## src/core/sdsp_pkg.sv

```systemverilog
// Notes on behaviour
// - parity byte into buffer B sets its flag
// - overrun drained by buffer B sets its flag
// - overrun drained by buffer A sets its flag
// - read-only next-byte offset for receive buffer A
// - read-only next-byte offset for receive buffer B
// - offset returns to zero when buffer unloads
// - one transmit offset follows the loaded buffer
// - writable 13-bit receive buffer A start address
// - load bit latches addresses, self-clears on completion
// - end address marks where a buffer is full
// - only first error offset per buffer recorded
package sdsp_pkg;
  localparam int          ADDR_W       = 13;
  // register indices; byte address is four times the index
  localparam logic [15:0] IDX_CFG_BASE = 16'h4480;
  localparam logic [15:0] IDX_RXCNT_A  = 16'h4490;
  localparam logic [15:0] IDX_RXCNT_B  = 16'h4492;
  localparam logic [15:0] IDX_TXCNT    = 16'h4494;
  localparam logic [15:0] IDX_STAT     = 16'h4496;
  localparam logic [15:0] IDX_CTRL     = 16'h4498;
  localparam logic [15:0] IDX_ERR_A    = 16'h449A;
  localparam logic [15:0] IDX_ERR_B    = 16'h449C;
  localparam logic [15:0] IDX_INT_STAT = 16'h44A0;
  localparam logic [15:0] IDX_INT_CLR  = 16'h44A2;
  localparam logic [15:0] IDX_INT_EN   = 16'h44A4;
  // field positions
  localparam int          CTRL_RXRST   = 4;
  localparam int          CTRL_TXRST   = 5;
  localparam int          STAT_RXACT   = 0;
  localparam int          STAT_TXACT   = 2;
  localparam int          STAT_OVF     = 4;
  localparam int          STAT_PAR     = 6;
  // reset and fixed values
  localparam logic [12:0] ADDR_RST     = 13'h0000;
  localparam logic [2:0]  CFG_HI_BITS  = 3'h3;
  localparam logic [3:0]  INT_RST      = 4'h0;

  typedef enum logic [3:0] {
    TX_IDLE  = 4'b0001,
    TX_READ  = 4'b0010,
    TX_LATCH = 4'b0100,
    TX_SEND  = 4'b1000
  } sdsp_tx_state_t;
endpackage

```

## src/core/sdsp_core.sv

```systemverilog
// Decided for this implementation: the Wishbone interface to the registers.
`timescale 1ns/1ns
module sdsp_core
  import sdsp_pkg::*;
(
  // clock and reset
  input  wire logic              clk_i,
  input  wire logic              rst_i,
  // wishbone slave
  input  wire logic              cyc_i,
  input  wire logic              stb_i,
  input  wire logic              we_i,
  input  wire logic [31:0]       adr_i,
  input  wire logic [3:0]        sel_i,
  input  wire logic [31:0]       dat_i,
  output logic      [31:0]       dat_o,
  output logic                   ack_o,
  output logic                   irq_o,
  // receive fifo side
  input  wire logic              rx_valid_i,
  input  wire logic [7:0]        rx_data_i,
  input  wire logic              rx_par_err_i,
  input  wire logic              rx_overrun_i,
  output logic                   rx_ready_o,
  // transmit fifo side
  input  wire logic              tx_space_i,
  output logic                   tx_valid_o,
  output logic      [7:0]        tx_data_o,
  // buffer ram
  output logic                   mem_we_o,
  output logic      [ADDR_W-1:0] mem_waddr_o,
  output logic      [7:0]        mem_wdata_o,
  output logic                   mem_re_o,
  output logic      [ADDR_W-1:0] mem_raddr_o,
  input  wire logic [7:0]        mem_rdata_i
);
  ////////////////////////////////////////////////////////////////////////
  logic [ADDR_W-1:0] cfg_reg     [8];
  logic [ADDR_W-1:0] lat_beg_reg [4];
  logic [ADDR_W-1:0] lat_end_reg [4];
  logic [ADDR_W-1:0] rx_cnt_reg  [2];
  logic [ADDR_W-1:0] err_off_reg [2];
  logic [ADDR_W-1:0] tx_cnt_reg;
  logic [3:0]        load_reg;
  logic [1:0]        par_reg;
  logic [1:0]        ovf_reg;
  logic [1:0]        err_seen_reg;
  logic              rx_sel_b_reg;
  logic              tx_sel_b_reg;
  logic              rx_ready_reg;
  logic [3:0]        int_stat_reg;
  logic [3:0]        int_en_reg;
  logic              irq_reg;
  logic              ack_reg;
  logic [31:0]       dat_reg;
  logic              tx_valid_reg;
  logic [7:0]        tx_data_reg;
  logic              mem_we_reg;
  logic [ADDR_W-1:0] mem_waddr_reg;
  logic [7:0]        mem_wdata_reg;
  logic              mem_re_reg;
  logic [ADDR_W-1:0] mem_raddr_reg;
  sdsp_tx_state_t    tx_state_reg;

  ////////////////////////////////////////////////////////////////////////
  // bus decode
  logic              req;
  logic              wr;
  logic [15:0]       idx;
  logic              ctrl_wr;
  logic              cfg_hit;
  logic              rx_rst;
  logic              tx_rst;
  logic [3:0]        load_new;
  logic [3:0]        done;
  logic [ADDR_W-1:0] wdat_low;
  assign req      = cyc_i & stb_i & ~ack_reg;
  assign wr       = req & we_i;
  assign idx      = adr_i[17:2];
  assign wdat_low = dat_i[ADDR_W-1:0];
  assign cfg_hit  = (idx[15:4] == IDX_CFG_BASE[15:4]) & ~idx[0];
  assign ctrl_wr  = wr & sel_i[0] & (idx == IDX_CTRL);
  assign rx_rst   = ctrl_wr & dat_i[CTRL_RXRST];
  assign tx_rst   = ctrl_wr & dat_i[CTRL_TXRST];
  // setting an already pending buffer has no further effect
  assign load_new = ctrl_wr ? (dat_i[3:0] & ~load_reg) : 4'h0;

  ////////////////////////////////////////////////////////////////////////
  // receive path
  logic              rx_cur;
  logic              rx_take;
  logic              rx_last;
  logic              rx_err;
  logic [ADDR_W-1:0] rx_addr;
  assign rx_cur  = rx_sel_b_reg;
  assign rx_take = rx_valid_i & rx_ready_reg & ~rx_rst;
  assign rx_addr = lat_beg_reg[rx_cur] + rx_cnt_reg[rx_cur];
  assign rx_last = rx_addr == lat_end_reg[rx_cur];
  assign rx_err  = rx_par_err_i | rx_overrun_i;
  // transmit path
  logic              tx_cur;
  logic              tx_last;
  logic [ADDR_W-1:0] tx_addr;
  assign tx_cur  = tx_sel_b_reg;
  assign tx_addr = lat_beg_reg[{1'b1, tx_cur}] + tx_cnt_reg;
  assign tx_last = tx_addr == lat_end_reg[{1'b1, tx_cur}];
  assign done[0] = rx_take & ~rx_cur & rx_last;
  assign done[1] = rx_take & rx_cur & rx_last;
  assign done[2] = (tx_state_reg == TX_SEND) & ~tx_cur & tx_last & ~tx_rst;
  assign done[3] = (tx_state_reg == TX_SEND) & tx_cur & tx_last & ~tx_rst;

  ////////////////////////////////////////////////////////////////////////
  // address registers, byte lanes honoured
  always_ff @(posedge clk_i) begin
    for (int k = 0; k < 8; k++) begin
      if (rst_i) begin
        cfg_reg[k] <= ADDR_RST;
      end else if (wr & cfg_hit & (idx[3:1] == k[2:0])) begin
        if (sel_i[0]) cfg_reg[k][7:0] <= wdat_low[7:0];
        if (sel_i[1]) cfg_reg[k][12:8] <= wdat_low[12:8];
      end
    end
  end

  // load bits and address latch
  always_ff @(posedge clk_i) begin
    if (rst_i) begin
      load_reg <= 4'h0;
    end else begin
      load_reg <= ((load_reg & ~done) | load_new)
                  & ~{tx_rst, tx_rst, rx_rst, rx_rst};
    end
    for (int i = 0; i < 4; i++) begin
      if (rst_i) begin
        lat_beg_reg[i] <= ADDR_RST;
        lat_end_reg[i] <= ADDR_RST;
      end else if (load_new[i]) begin
        lat_beg_reg[i] <= cfg_reg[2*i];
        lat_end_reg[i] <= cfg_reg[2*i+1];
      end
    end
  end

  // receive buffer selection and flow control
  always_ff @(posedge clk_i) begin
    if (rst_i | rx_rst) begin
      rx_sel_b_reg <= 1'b0;
      rx_ready_reg <= 1'b0;
    end else begin
      if (rx_take & rx_last) rx_sel_b_reg <= ~rx_sel_b_reg;
      rx_ready_reg <= load_reg[rx_cur] & ~rx_take;
    end
  end

  // per-buffer offsets, flags and first error
  always_ff @(posedge clk_i) begin
    for (int i = 0; i < 2; i++) begin
      if (rst_i | rx_rst | load_new[i]) begin
        rx_cnt_reg[i]   <= ADDR_RST;
        par_reg[i]      <= 1'b0;
        ovf_reg[i]      <= 1'b0;
        err_off_reg[i]  <= ADDR_RST;
        err_seen_reg[i] <= 1'b0;
      end else if (rx_take & (rx_cur == i[0])) begin
        rx_cnt_reg[i] <= rx_last ? ADDR_RST : rx_cnt_reg[i] + 1'b1;
        if (rx_par_err_i) par_reg[i] <= 1'b1;
        if (rx_overrun_i) ovf_reg[i] <= 1'b1;
        if (rx_err & ~err_seen_reg[i]) begin
          err_off_reg[i]  <= rx_cnt_reg[i];
          err_seen_reg[i] <= 1'b1;
        end
      end
    end
  end

  // ram write port
  always_ff @(posedge clk_i) begin
    if (rst_i) begin
      mem_we_reg    <= 1'b0;
      mem_waddr_reg <= ADDR_RST;
      mem_wdata_reg <= 8'h00;
    end else begin
      mem_we_reg    <= rx_take;
      mem_waddr_reg <= rx_addr;
      mem_wdata_reg <= rx_data_i;
    end
  end

  ////////////////////////////////////////////////////////////////////////
  // transmit sequencer: read ram, latch byte, push one byte to fifo
  always_ff @(posedge clk_i) begin
    if (rst_i | tx_rst) begin
      tx_state_reg  <= TX_IDLE;
      tx_sel_b_reg  <= 1'b0;
      tx_cnt_reg    <= ADDR_RST;
      tx_valid_reg  <= 1'b0;
      tx_data_reg   <= 8'h00;
      mem_re_reg    <= 1'b0;
      mem_raddr_reg <= ADDR_RST;
    end else begin
      unique case (tx_state_reg)
        TX_IDLE: begin
          if (load_reg[{1'b1, tx_cur}] & tx_space_i) begin
            mem_re_reg    <= 1'b1;
            mem_raddr_reg <= tx_addr;
            tx_state_reg  <= TX_READ;
          end
        end
        TX_READ: begin
          mem_re_reg   <= 1'b0;
          tx_state_reg <= TX_LATCH;
        end
        TX_LATCH: begin
          tx_data_reg  <= mem_rdata_i;
          tx_valid_reg <= 1'b1;
          tx_state_reg <= TX_SEND;
        end
        TX_SEND: begin
          tx_valid_reg <= 1'b0;
          tx_cnt_reg   <= tx_last ? ADDR_RST : tx_cnt_reg + 1'b1;
          if (tx_last) tx_sel_b_reg <= ~tx_sel_b_reg;
          tx_state_reg <= TX_IDLE;
        end
      endcase
    end
  end

  ////////////////////////////////////////////////////////////////////////
  // interrupts: {par B, par A, ovf B, ovf A}; set wins over clear
  logic [3:0] ev;
  logic       take_a;
  logic       take_b;
  assign take_a = rx_take & ~rx_cur;
  assign take_b = rx_take & rx_cur;
  assign ev     = {take_b & rx_par_err_i, take_a & rx_par_err_i,
                   take_b & rx_overrun_i, take_a & rx_overrun_i};
  always_ff @(posedge clk_i) begin
    if (rst_i) begin
      int_stat_reg <= INT_RST;
      int_en_reg   <= INT_RST;
      irq_reg      <= 1'b0;
    end else begin
      int_stat_reg <= (int_stat_reg
                       & ~((wr & sel_i[0] & (idx == IDX_INT_CLR)) ? dat_i[3:0] : 4'h0))
                      | ev;
      if (wr & sel_i[0] & (idx == IDX_INT_EN)) int_en_reg <= dat_i[3:0];
      irq_reg <= |(int_stat_reg & int_en_reg);
    end
  end

  ////////////////////////////////////////////////////////////////////////
  // read mux and acknowledge
  logic [15:0] rd;
  always_comb begin
    rd = 16'h0000;
    if (cfg_hit) begin
      rd = {1'b0, CFG_HI_BITS[1:0], cfg_reg[idx[3:1]]};
    end else begin
      unique case (idx)
        IDX_RXCNT_A:  rd = {3'h0, rx_cnt_reg[0]};
        IDX_RXCNT_B:  rd = {3'h0, rx_cnt_reg[1]};
        IDX_TXCNT:    rd = {3'h0, tx_cnt_reg};
        IDX_STAT:     rd = {8'h00, par_reg, ovf_reg,
                            load_reg[3] & tx_cur, load_reg[2] & ~tx_cur,
                            load_reg[1] & rx_cur, load_reg[0] & ~rx_cur};
        IDX_CTRL:     rd = {12'h000, load_reg};
        IDX_ERR_A:    rd = {3'h0, err_off_reg[0]};
        IDX_ERR_B:    rd = {3'h0, err_off_reg[1]};
        IDX_INT_STAT: rd = {12'h000, int_stat_reg};
        IDX_INT_EN:   rd = {12'h000, int_en_reg};
        default:      rd = 16'h0000;
      endcase
    end
  end

  always_ff @(posedge clk_i) begin
    if (rst_i) begin
      ack_reg <= 1'b0;
      dat_reg <= 32'h0000_0000;
    end else begin
      ack_reg <= req;
      dat_reg <= {16'h0000, rd};
    end
  end

  assign dat_o       = dat_reg;
  assign ack_o       = ack_reg;
  assign irq_o       = irq_reg;
  assign rx_ready_o  = rx_ready_reg;
  assign tx_valid_o  = tx_valid_reg;
  assign tx_data_o   = tx_data_reg;
  assign mem_we_o    = mem_we_reg;
  assign mem_waddr_o = mem_waddr_reg;
  assign mem_wdata_o = mem_wdata_reg;
  assign mem_re_o    = mem_re_reg;
  assign mem_raddr_o = mem_raddr_reg;
endmodule

```

## config.mk

```make
export PLATFORM = sky130hd
export DESIGN_NAME = sdsp_core
export DESIGN_NICKNAME = d
export VERILOG_FILES = /design/src/core/sdsp_pkg.sv /design/src/core/sdsp_core.sv
export SDC_FILE = /design/constraint.sdc
export NUM_CORES = 1
export LEC_CHECK = 0
export BUFFER_PORTS_ARGS = -buffer_cell sky130_fd_sc_hd__clkbuf_2
export CELL_PAD_IN_SITES_DETAIL_PLACEMENT = 1
export CELL_PAD_IN_SITES_GLOBAL_PLACEMENT = 1
export CORE_MARGIN = 3
export CORE_UTILIZATION = 48
export DETAILED_ROUTE_END_ITERATION = 10
export GPL_ROUTABILITY_DRIVEN = 0
export PLACE_DENSITY = 0.81
export SYNTH_ARGS = -nofsm -noshare
export SYNTH_HDL_FRONTEND = slang
export SYNTH_SLANG_ARGS = --single-unit
```

## constraint.sdc

```tcl
create_clock -name clk_i -period 5.75 [get_ports clk_i]
set_input_delay 1.15 -clock clk_i [delete_from_list [all_inputs] [get_ports clk_i]]
set_output_delay 1.15 -clock clk_i [all_outputs]
set_load 0.03 [all_outputs]
```

==> run metrics, run 1 <==
sequential share of the synthesized area 55.48%; setup_tns 0 ps; Clock transition at path regs about 60 ps; CP endpoint kind flip-flop; hold path start tx_data_o[1]; Synth area leaders edfxtp_1 44%, dfxtp_1 11%, and2_1 7.3%, mux4_2 3.3%, nand2_1 2.7%; NumNets Final about 1700; Area Overhead vs Synth 12.64%; Initial DRC Count 1427; Final setup violation count 0; status complete, no violations; Max IR drop VDD roughly 190 uV; Layout fillers around 3700; Largest register FFs about 100; Power per Cell Area between 200 and 300 nW/um^2; area leader, netlist edfxtp_1; DRC Markers 0; Worst EP arrival 5060 ps; CTS-repair resized insts 0; clk_lat worst skew 560 ps; hold_buf cts 0; final worst slack 962.6 ps; Max Freq 208.9 MHz; via count 12552; Lkg Pwr about 7.5 nW; row count between 60 and 70; register area 9831 sq um; Final ANT Viol Nets 0; DP Worst Slack 1071 ps; RSZ-0062 raised after global routing no; CTS max path bufs 3; design area ~20000 sq um; Tmin final 4787 ps; via/cell ratio between 5 and 6; Hold Path Class flip-flop to flip-flop; Ports 173; Root Driver clkbuf_16; Final Hold Viols 0; worst-margin pin slew 1275 ps; cts bufs inserted 40; Cell Area, Synth 17720 sq um; Mapped Avg Cell Area 11.81 sq um; # clock sinks 361; kind of critical path flip-flop to flip-flop; Setup Fix Bufs, Post-CTS 0; Mapped Cells 1500; ys flop type edfxtp_1; drt total wl 53.41 mm; CP startpoint kind flip-flop; final slew viol count 0; period utilization approximately 83%; Total GRT Usage 27.39%; area of the multi-input gates roughly 7500 sq um; post-synthesis register bit count 361; first-pass GRT wire length 80.86 mm; wire length per cell 25.41 um; Initial Util 49.22%; H-tree depth 2; post-DP HPWL 38.56 mm; largest net degree at the start of global routing 62; synth unique cells 72; commonest non-fill, non-tap cell in the layout edfxtp_1; Async SR Flop Fraction 0%; initial antenna violation count 2; top-area cell type share of the netlist area approximately 44%; Clock Skew 15.82 ps; commonest cells after routing, fill and taps aside 260 x edfxtp_1, 207 x and2_1, 128 x nand2_1, 117 x clkbuf_2, 100 x dfxtp_1; placed cell area ~19000 sq um; Post-synth EDFFs 260; vias in the first global route around 13000; core area between 30000 and 40000 sq um; die outline height 198.1 um; max cap viols 0; Rel. slew slack 14.32%; Max FO, Critical Path 26; layout cells sized above 1 18.96%; die area 39250 sq um; PortBufs 118; Remaining Overflow, GRT 0; DRT Pass-1 Iters 7; Die Wd 198.1 um; synthesis warning total 0; required time worst endpoint 6030 ps; CTS tree built
-- layout make-up --
class | instances | share of cell area (%)
clock inverters | 8 | 0.2257
inverters | 21 | 0.3950
well taps | 461 | 2.890
repair buffers | 143 | 3.912
flip-flops and latches | 361 | 49.26
diodes | 1 | 0.01254
multi-input cells | 1041 | 37.40
clock buffers | 66 | 5.912
-- power breakdown --
group,internal (W),switching (W),total [W]
Combinational,0.000129,0.000267,0.000396
Clock,0.00140,0.00104,0.00244
Sequential,0.00286,0.0000536,0.00291
Total,0.00439,0.00136,0.00575
-- critical path, stage by stage (launching register included) --
cell	delay, ps
dfxtp_2	730
buf_4	370
mux2_2	390
ha_1	380
a211oi_1	460
o21ai_0	250
a2111oi_4	440
o2111ai_1	170
or4_4	440
nor4_4	280
buf_4	410
nor3_1	140
-- metrics by stage --
stage | util [%] | cells | hold WS, ps | total power, W
final | 55.44 | 2102 | 458.8 | 0.005749
after global routing | 55.43 | 2101 | 480.4 | 0.005922
after detailed placement | 52.03 | 2027 | 444.0 | 0.003353
after global placement | 52.03 | 2027 | 425.6 | 0.003329
after floorplan | - | 1516 | 437.7 | 0.003200
after CTS | 55.43 | 2101 | 461.9 | 0.005777
-- kinds of logic (layout without fill, tap and decap cells) --
| family | Yosys count | after routing | share of synthesized area [%] |
|---|---|---|---|
| AOI/OAI and AO/OA | 184 | 184 | 7.584 |
| DFF | 361 | 361 | 55.48 |
| muxes | 103 | 103 | 7.923 |
| xor gates and xnor gates | 79 | 79 | 4.604 |
| other | 1 | 18 | 0.02116 |
| buffers and inverters | 114 | 238 | 2.909 |
| and+or+nand+nor | 629 | 629 | 19.35 |
| adders and majority gates | 29 | 29 | 2.133 |
-- cell usage after synthesis, drive strengths merged (15+ instances only) --
library cell and count:
mux2i 39, inv 21, mux4 26, clkbuf 61
nand2 128, edfxtp 260, a31oi 15, nor4 23
ha 27, and2 207, nor2 98, a222oi 20
dfxtp 101, buf 32, o21ai 21, a21o 15
a21oi 44, xor2 37, nor2b 20, nor3 71
nand3 21, xnor2 33, mux2 38
-- routing by layer --
layer / share of wire, % / vias up / global-route usage [%]
li1: - / 5634 / -
met5: 0.041 / - / 0
met1: 39 / 6262 / 35.43
met2: 49 / 522 / 45.29
met3: 7.6 / 130 / 5.428
met4: 4.3 / 4 / 11.51
-- path summary, 6_finish.rpt --
path | to | slack, ps | cells after the start
max | rx_cnt_reg[1][2] | 960 | 11
min | tx_data_o[1] | 460 | 2
max reg2reg | rx_cnt_reg[1][2] | 960 | 11
min reg2reg | tx_data_o[1] | 460 | 2
No activity file was read; power rests on OpenSTA's default activity.
==> inputs of run 2 (changes only) <==
--- a/config.mk
+++ b/config.mk
@@ -9,10 +9,10 @@
 export CELL_PAD_IN_SITES_DETAIL_PLACEMENT = 1
 export CELL_PAD_IN_SITES_GLOBAL_PLACEMENT = 1
 export CORE_MARGIN = 3
-export CORE_UTILIZATION = 48
+export CORE_UTILIZATION = 44
 export DETAILED_ROUTE_END_ITERATION = 10
 export GPL_ROUTABILITY_DRIVEN = 0
-export PLACE_DENSITY = 0.81
+export PLACE_DENSITY = 0.78
 export SYNTH_ARGS = -nofsm -noshare
 export SYNTH_HDL_FRONTEND = slang
 export SYNTH_SLANG_ARGS = --single-unit
==> constraint.sdc (replaced) <==
create_clock -name clk_i -period 4.3 [get_ports clk_i]
set_input_delay 0.86 -clock clk_i [delete_from_list [all_inputs] [get_ports clk_i]]
set_output_delay 0.86 -clock clk_i [all_outputs]
set_load 0.03 [all_outputs]
==> run metrics, run 2 (synthesis gave the netlist of run 1 again) <==
Final ANT Viol Nets 0 (unchanged); design area 20370 sq um (+2.0%); Worst EP arrival 4390 ps (-670 ps); Lkg Pwr 7.736 nW (+2.7%); Initial Util 45.21% (-4.0 points); Max FO, Critical Path 26 (unchanged); wire length per cell 23.80 um (-6.3%); first-pass GRT wire length 79.05 mm (-2.2%); smallest hold slack 450.7 ps (-8.121 ps); largest net degree at the start of global routing 41 (-34%); Layout Cells excl Fill 2196 (+4.5%); hold_buf cts 0 (unchanged); CP startpoint kind flip-flop; core area 39190 sq um (+8.9%); worst-margin pin slew 948.2 ps (-327.2 ps); max cap viols 0 (unchanged); H-tree depth 2 (unchanged); Ports 173 (unchanged); via count 12522 (-0.24%); CTS max path bufs 3 (unchanged); Final setup violation count 0 (unchanged); Area Overhead vs Synth 14.95%; vias in the first global route 13250 (-0.50%); initial antenna violation count 2 (unchanged); commonest cells after routing, fill and taps aside 260 x edfxtp_1, 207 x and2_1, 128 x nand2_1, 117 x clkbuf_2, 100 x dfxtp_1; post-layout util 51.97% (-3.5 points); drt total wl 52.26 mm (-2.2%); # clock sinks 361 (unchanged); NumNets Final 1768 (+2.2%); period utilization 95.77% (+13 points); Final Hold Viols 0 (unchanged); setup_tns 0 ps (unchanged); Rel. slew slack 36.55% (+22 points); Clock transition at path regs 60 ps (about the same); DRT Pass-1 Iters 7 (unchanged); Setup Fix Bufs, Post-CTS 0 (unchanged); antenna fix cells 0 (-1); clk_lat worst skew 540 ps (-20 ps); Tmin final 4118 ps (-669.4 ps); status complete, no violations; placed cell area 19100 sq um (+2.0%); DRC Markers 0 (unchanged); CTS tree built; Clock Skew 17.08 ps (+1.261 ps); PortBufs 118 (unchanged); layout cells sized above 1 21.45% (+2.5 points); Initial DRC Count 1084 (-24%); Layout fillers 4109 (+11%); die area 42710 sq um (+8.8%); Max IR drop VDD 212.7 uV (+13%); kind of critical path flip-flop to flip-flop; final slew viol count 0 (unchanged); row count 72 (+4.3%); Max Freq 242.8 MHz (+16%); Power per Cell Area 378.4 nW/um^2 (+31%); RSZ-0062 raised after global routing no; Die Wd 206.7 um (+4.3%); register area 9833 sq um (about the same); commonest non-fill, non-tap cell in the layout edfxtp_1; required time worst endpoint 4570 ps (-1460 ps); Remaining Overflow, GRT 0 (unchanged); Root Driver clkbuf_16; CP endpoint kind flip-flop; post-DP HPWL 38.29 mm (-0.71%); Total GRT Usage 24.44% (-2.9 points); Largest register FFs 104 (unchanged); die outline height 206.7 um (+4.3%); DP Cell Count 2122 (+4.7%); Hold Path Class flip-flop to flip-flop; cts bufs inserted 40 (unchanged); via/cell ratio 5.702 (-4.5%); area of the multi-input gates 7488 sq um (+0.34%)
==> run 2: cell count changes in the layout (fill, tap and decap cells not counted), moves of 3 or more <==
cell / previous run / this run
clkinv_1: 2 / 6
clkinvlp_4: 0 / 3
clkbuf_1: 19 / 9
clkbuf_8: 6 / 3
buf_4: 26 / 62
clkinv_2: 4 / 8
==> run 2: repair_timing <==
action,CTS,global route
resized for setup,1,4
cloned,0,0
endpoints found under the setup margin,2,32
==> run 2: critical path, stage by stage (launching register included) <==
cell and delay, ps:
dfxtp_4 490, mux2_2 260, ha_1 260, inv_1 80, fa_1 420, nor2b_1 230, o2111ai_1 200, a311oi_1 450
nor2_1 140, xnor2_1 190, or4_4 570, nor4_4 220, buf_12 250, nor3_1 90
==> run 2: final cells by class <==
| type | instances | share of cell area (%) |
|---|---|---|
| clock buffer | 53 | 5.406 |
| timing repair buffer | 181 | 5.283 |
| multi-input combinational | 1041 | 36.77 |
| tap | 518 | 3.182 |
| inverter | 21 | 0.3870 |
| clock inverter | 21 | 0.6942 |
| sequential | 361 | 48.28 |
==> run 2: final timing paths <==
kind | start | to | slack, ps | depth (start not counted)
max | flip-flop | rx_cnt_reg[1][4] | 180 | 13
min | ack_o | ack_o | 450 | 1
max reg2reg | flip-flop | rx_cnt_reg[1][4] | 180 | 13
min reg2reg | ack_o | ack_o | 450 | 1
==> run 2: report_power, final <==
part,switching (W),total [W],internal [W]
combinational,0.000363,0.000548,0.000185
sequential,0.0000595,0.00388,0.00382
clock,0.00141,0.00328,0.00187
total,0.00183,0.00771,0.00588
==> run 2: through the flow <==
step | total power (W) | setup WS, ps
floorplan | 0.004279 | 43.26
global placement | 0.004466 | 192.0
detailed placement | 0.004492 | 30.43
CTS | 0.007758 | 28.79
global route | 0.007943 | 21.79
finish | 0.007707 | 182.0
==> run 2: layer usage <==
layer	routed length [um]	GRT usage, %	up-vias
li1	-	-	5714
met2	25800	41.91	430
met3	3404	4.532	107
met4	2013	8.582	0
met5	0	0	-
met1	21040	31.18	6271
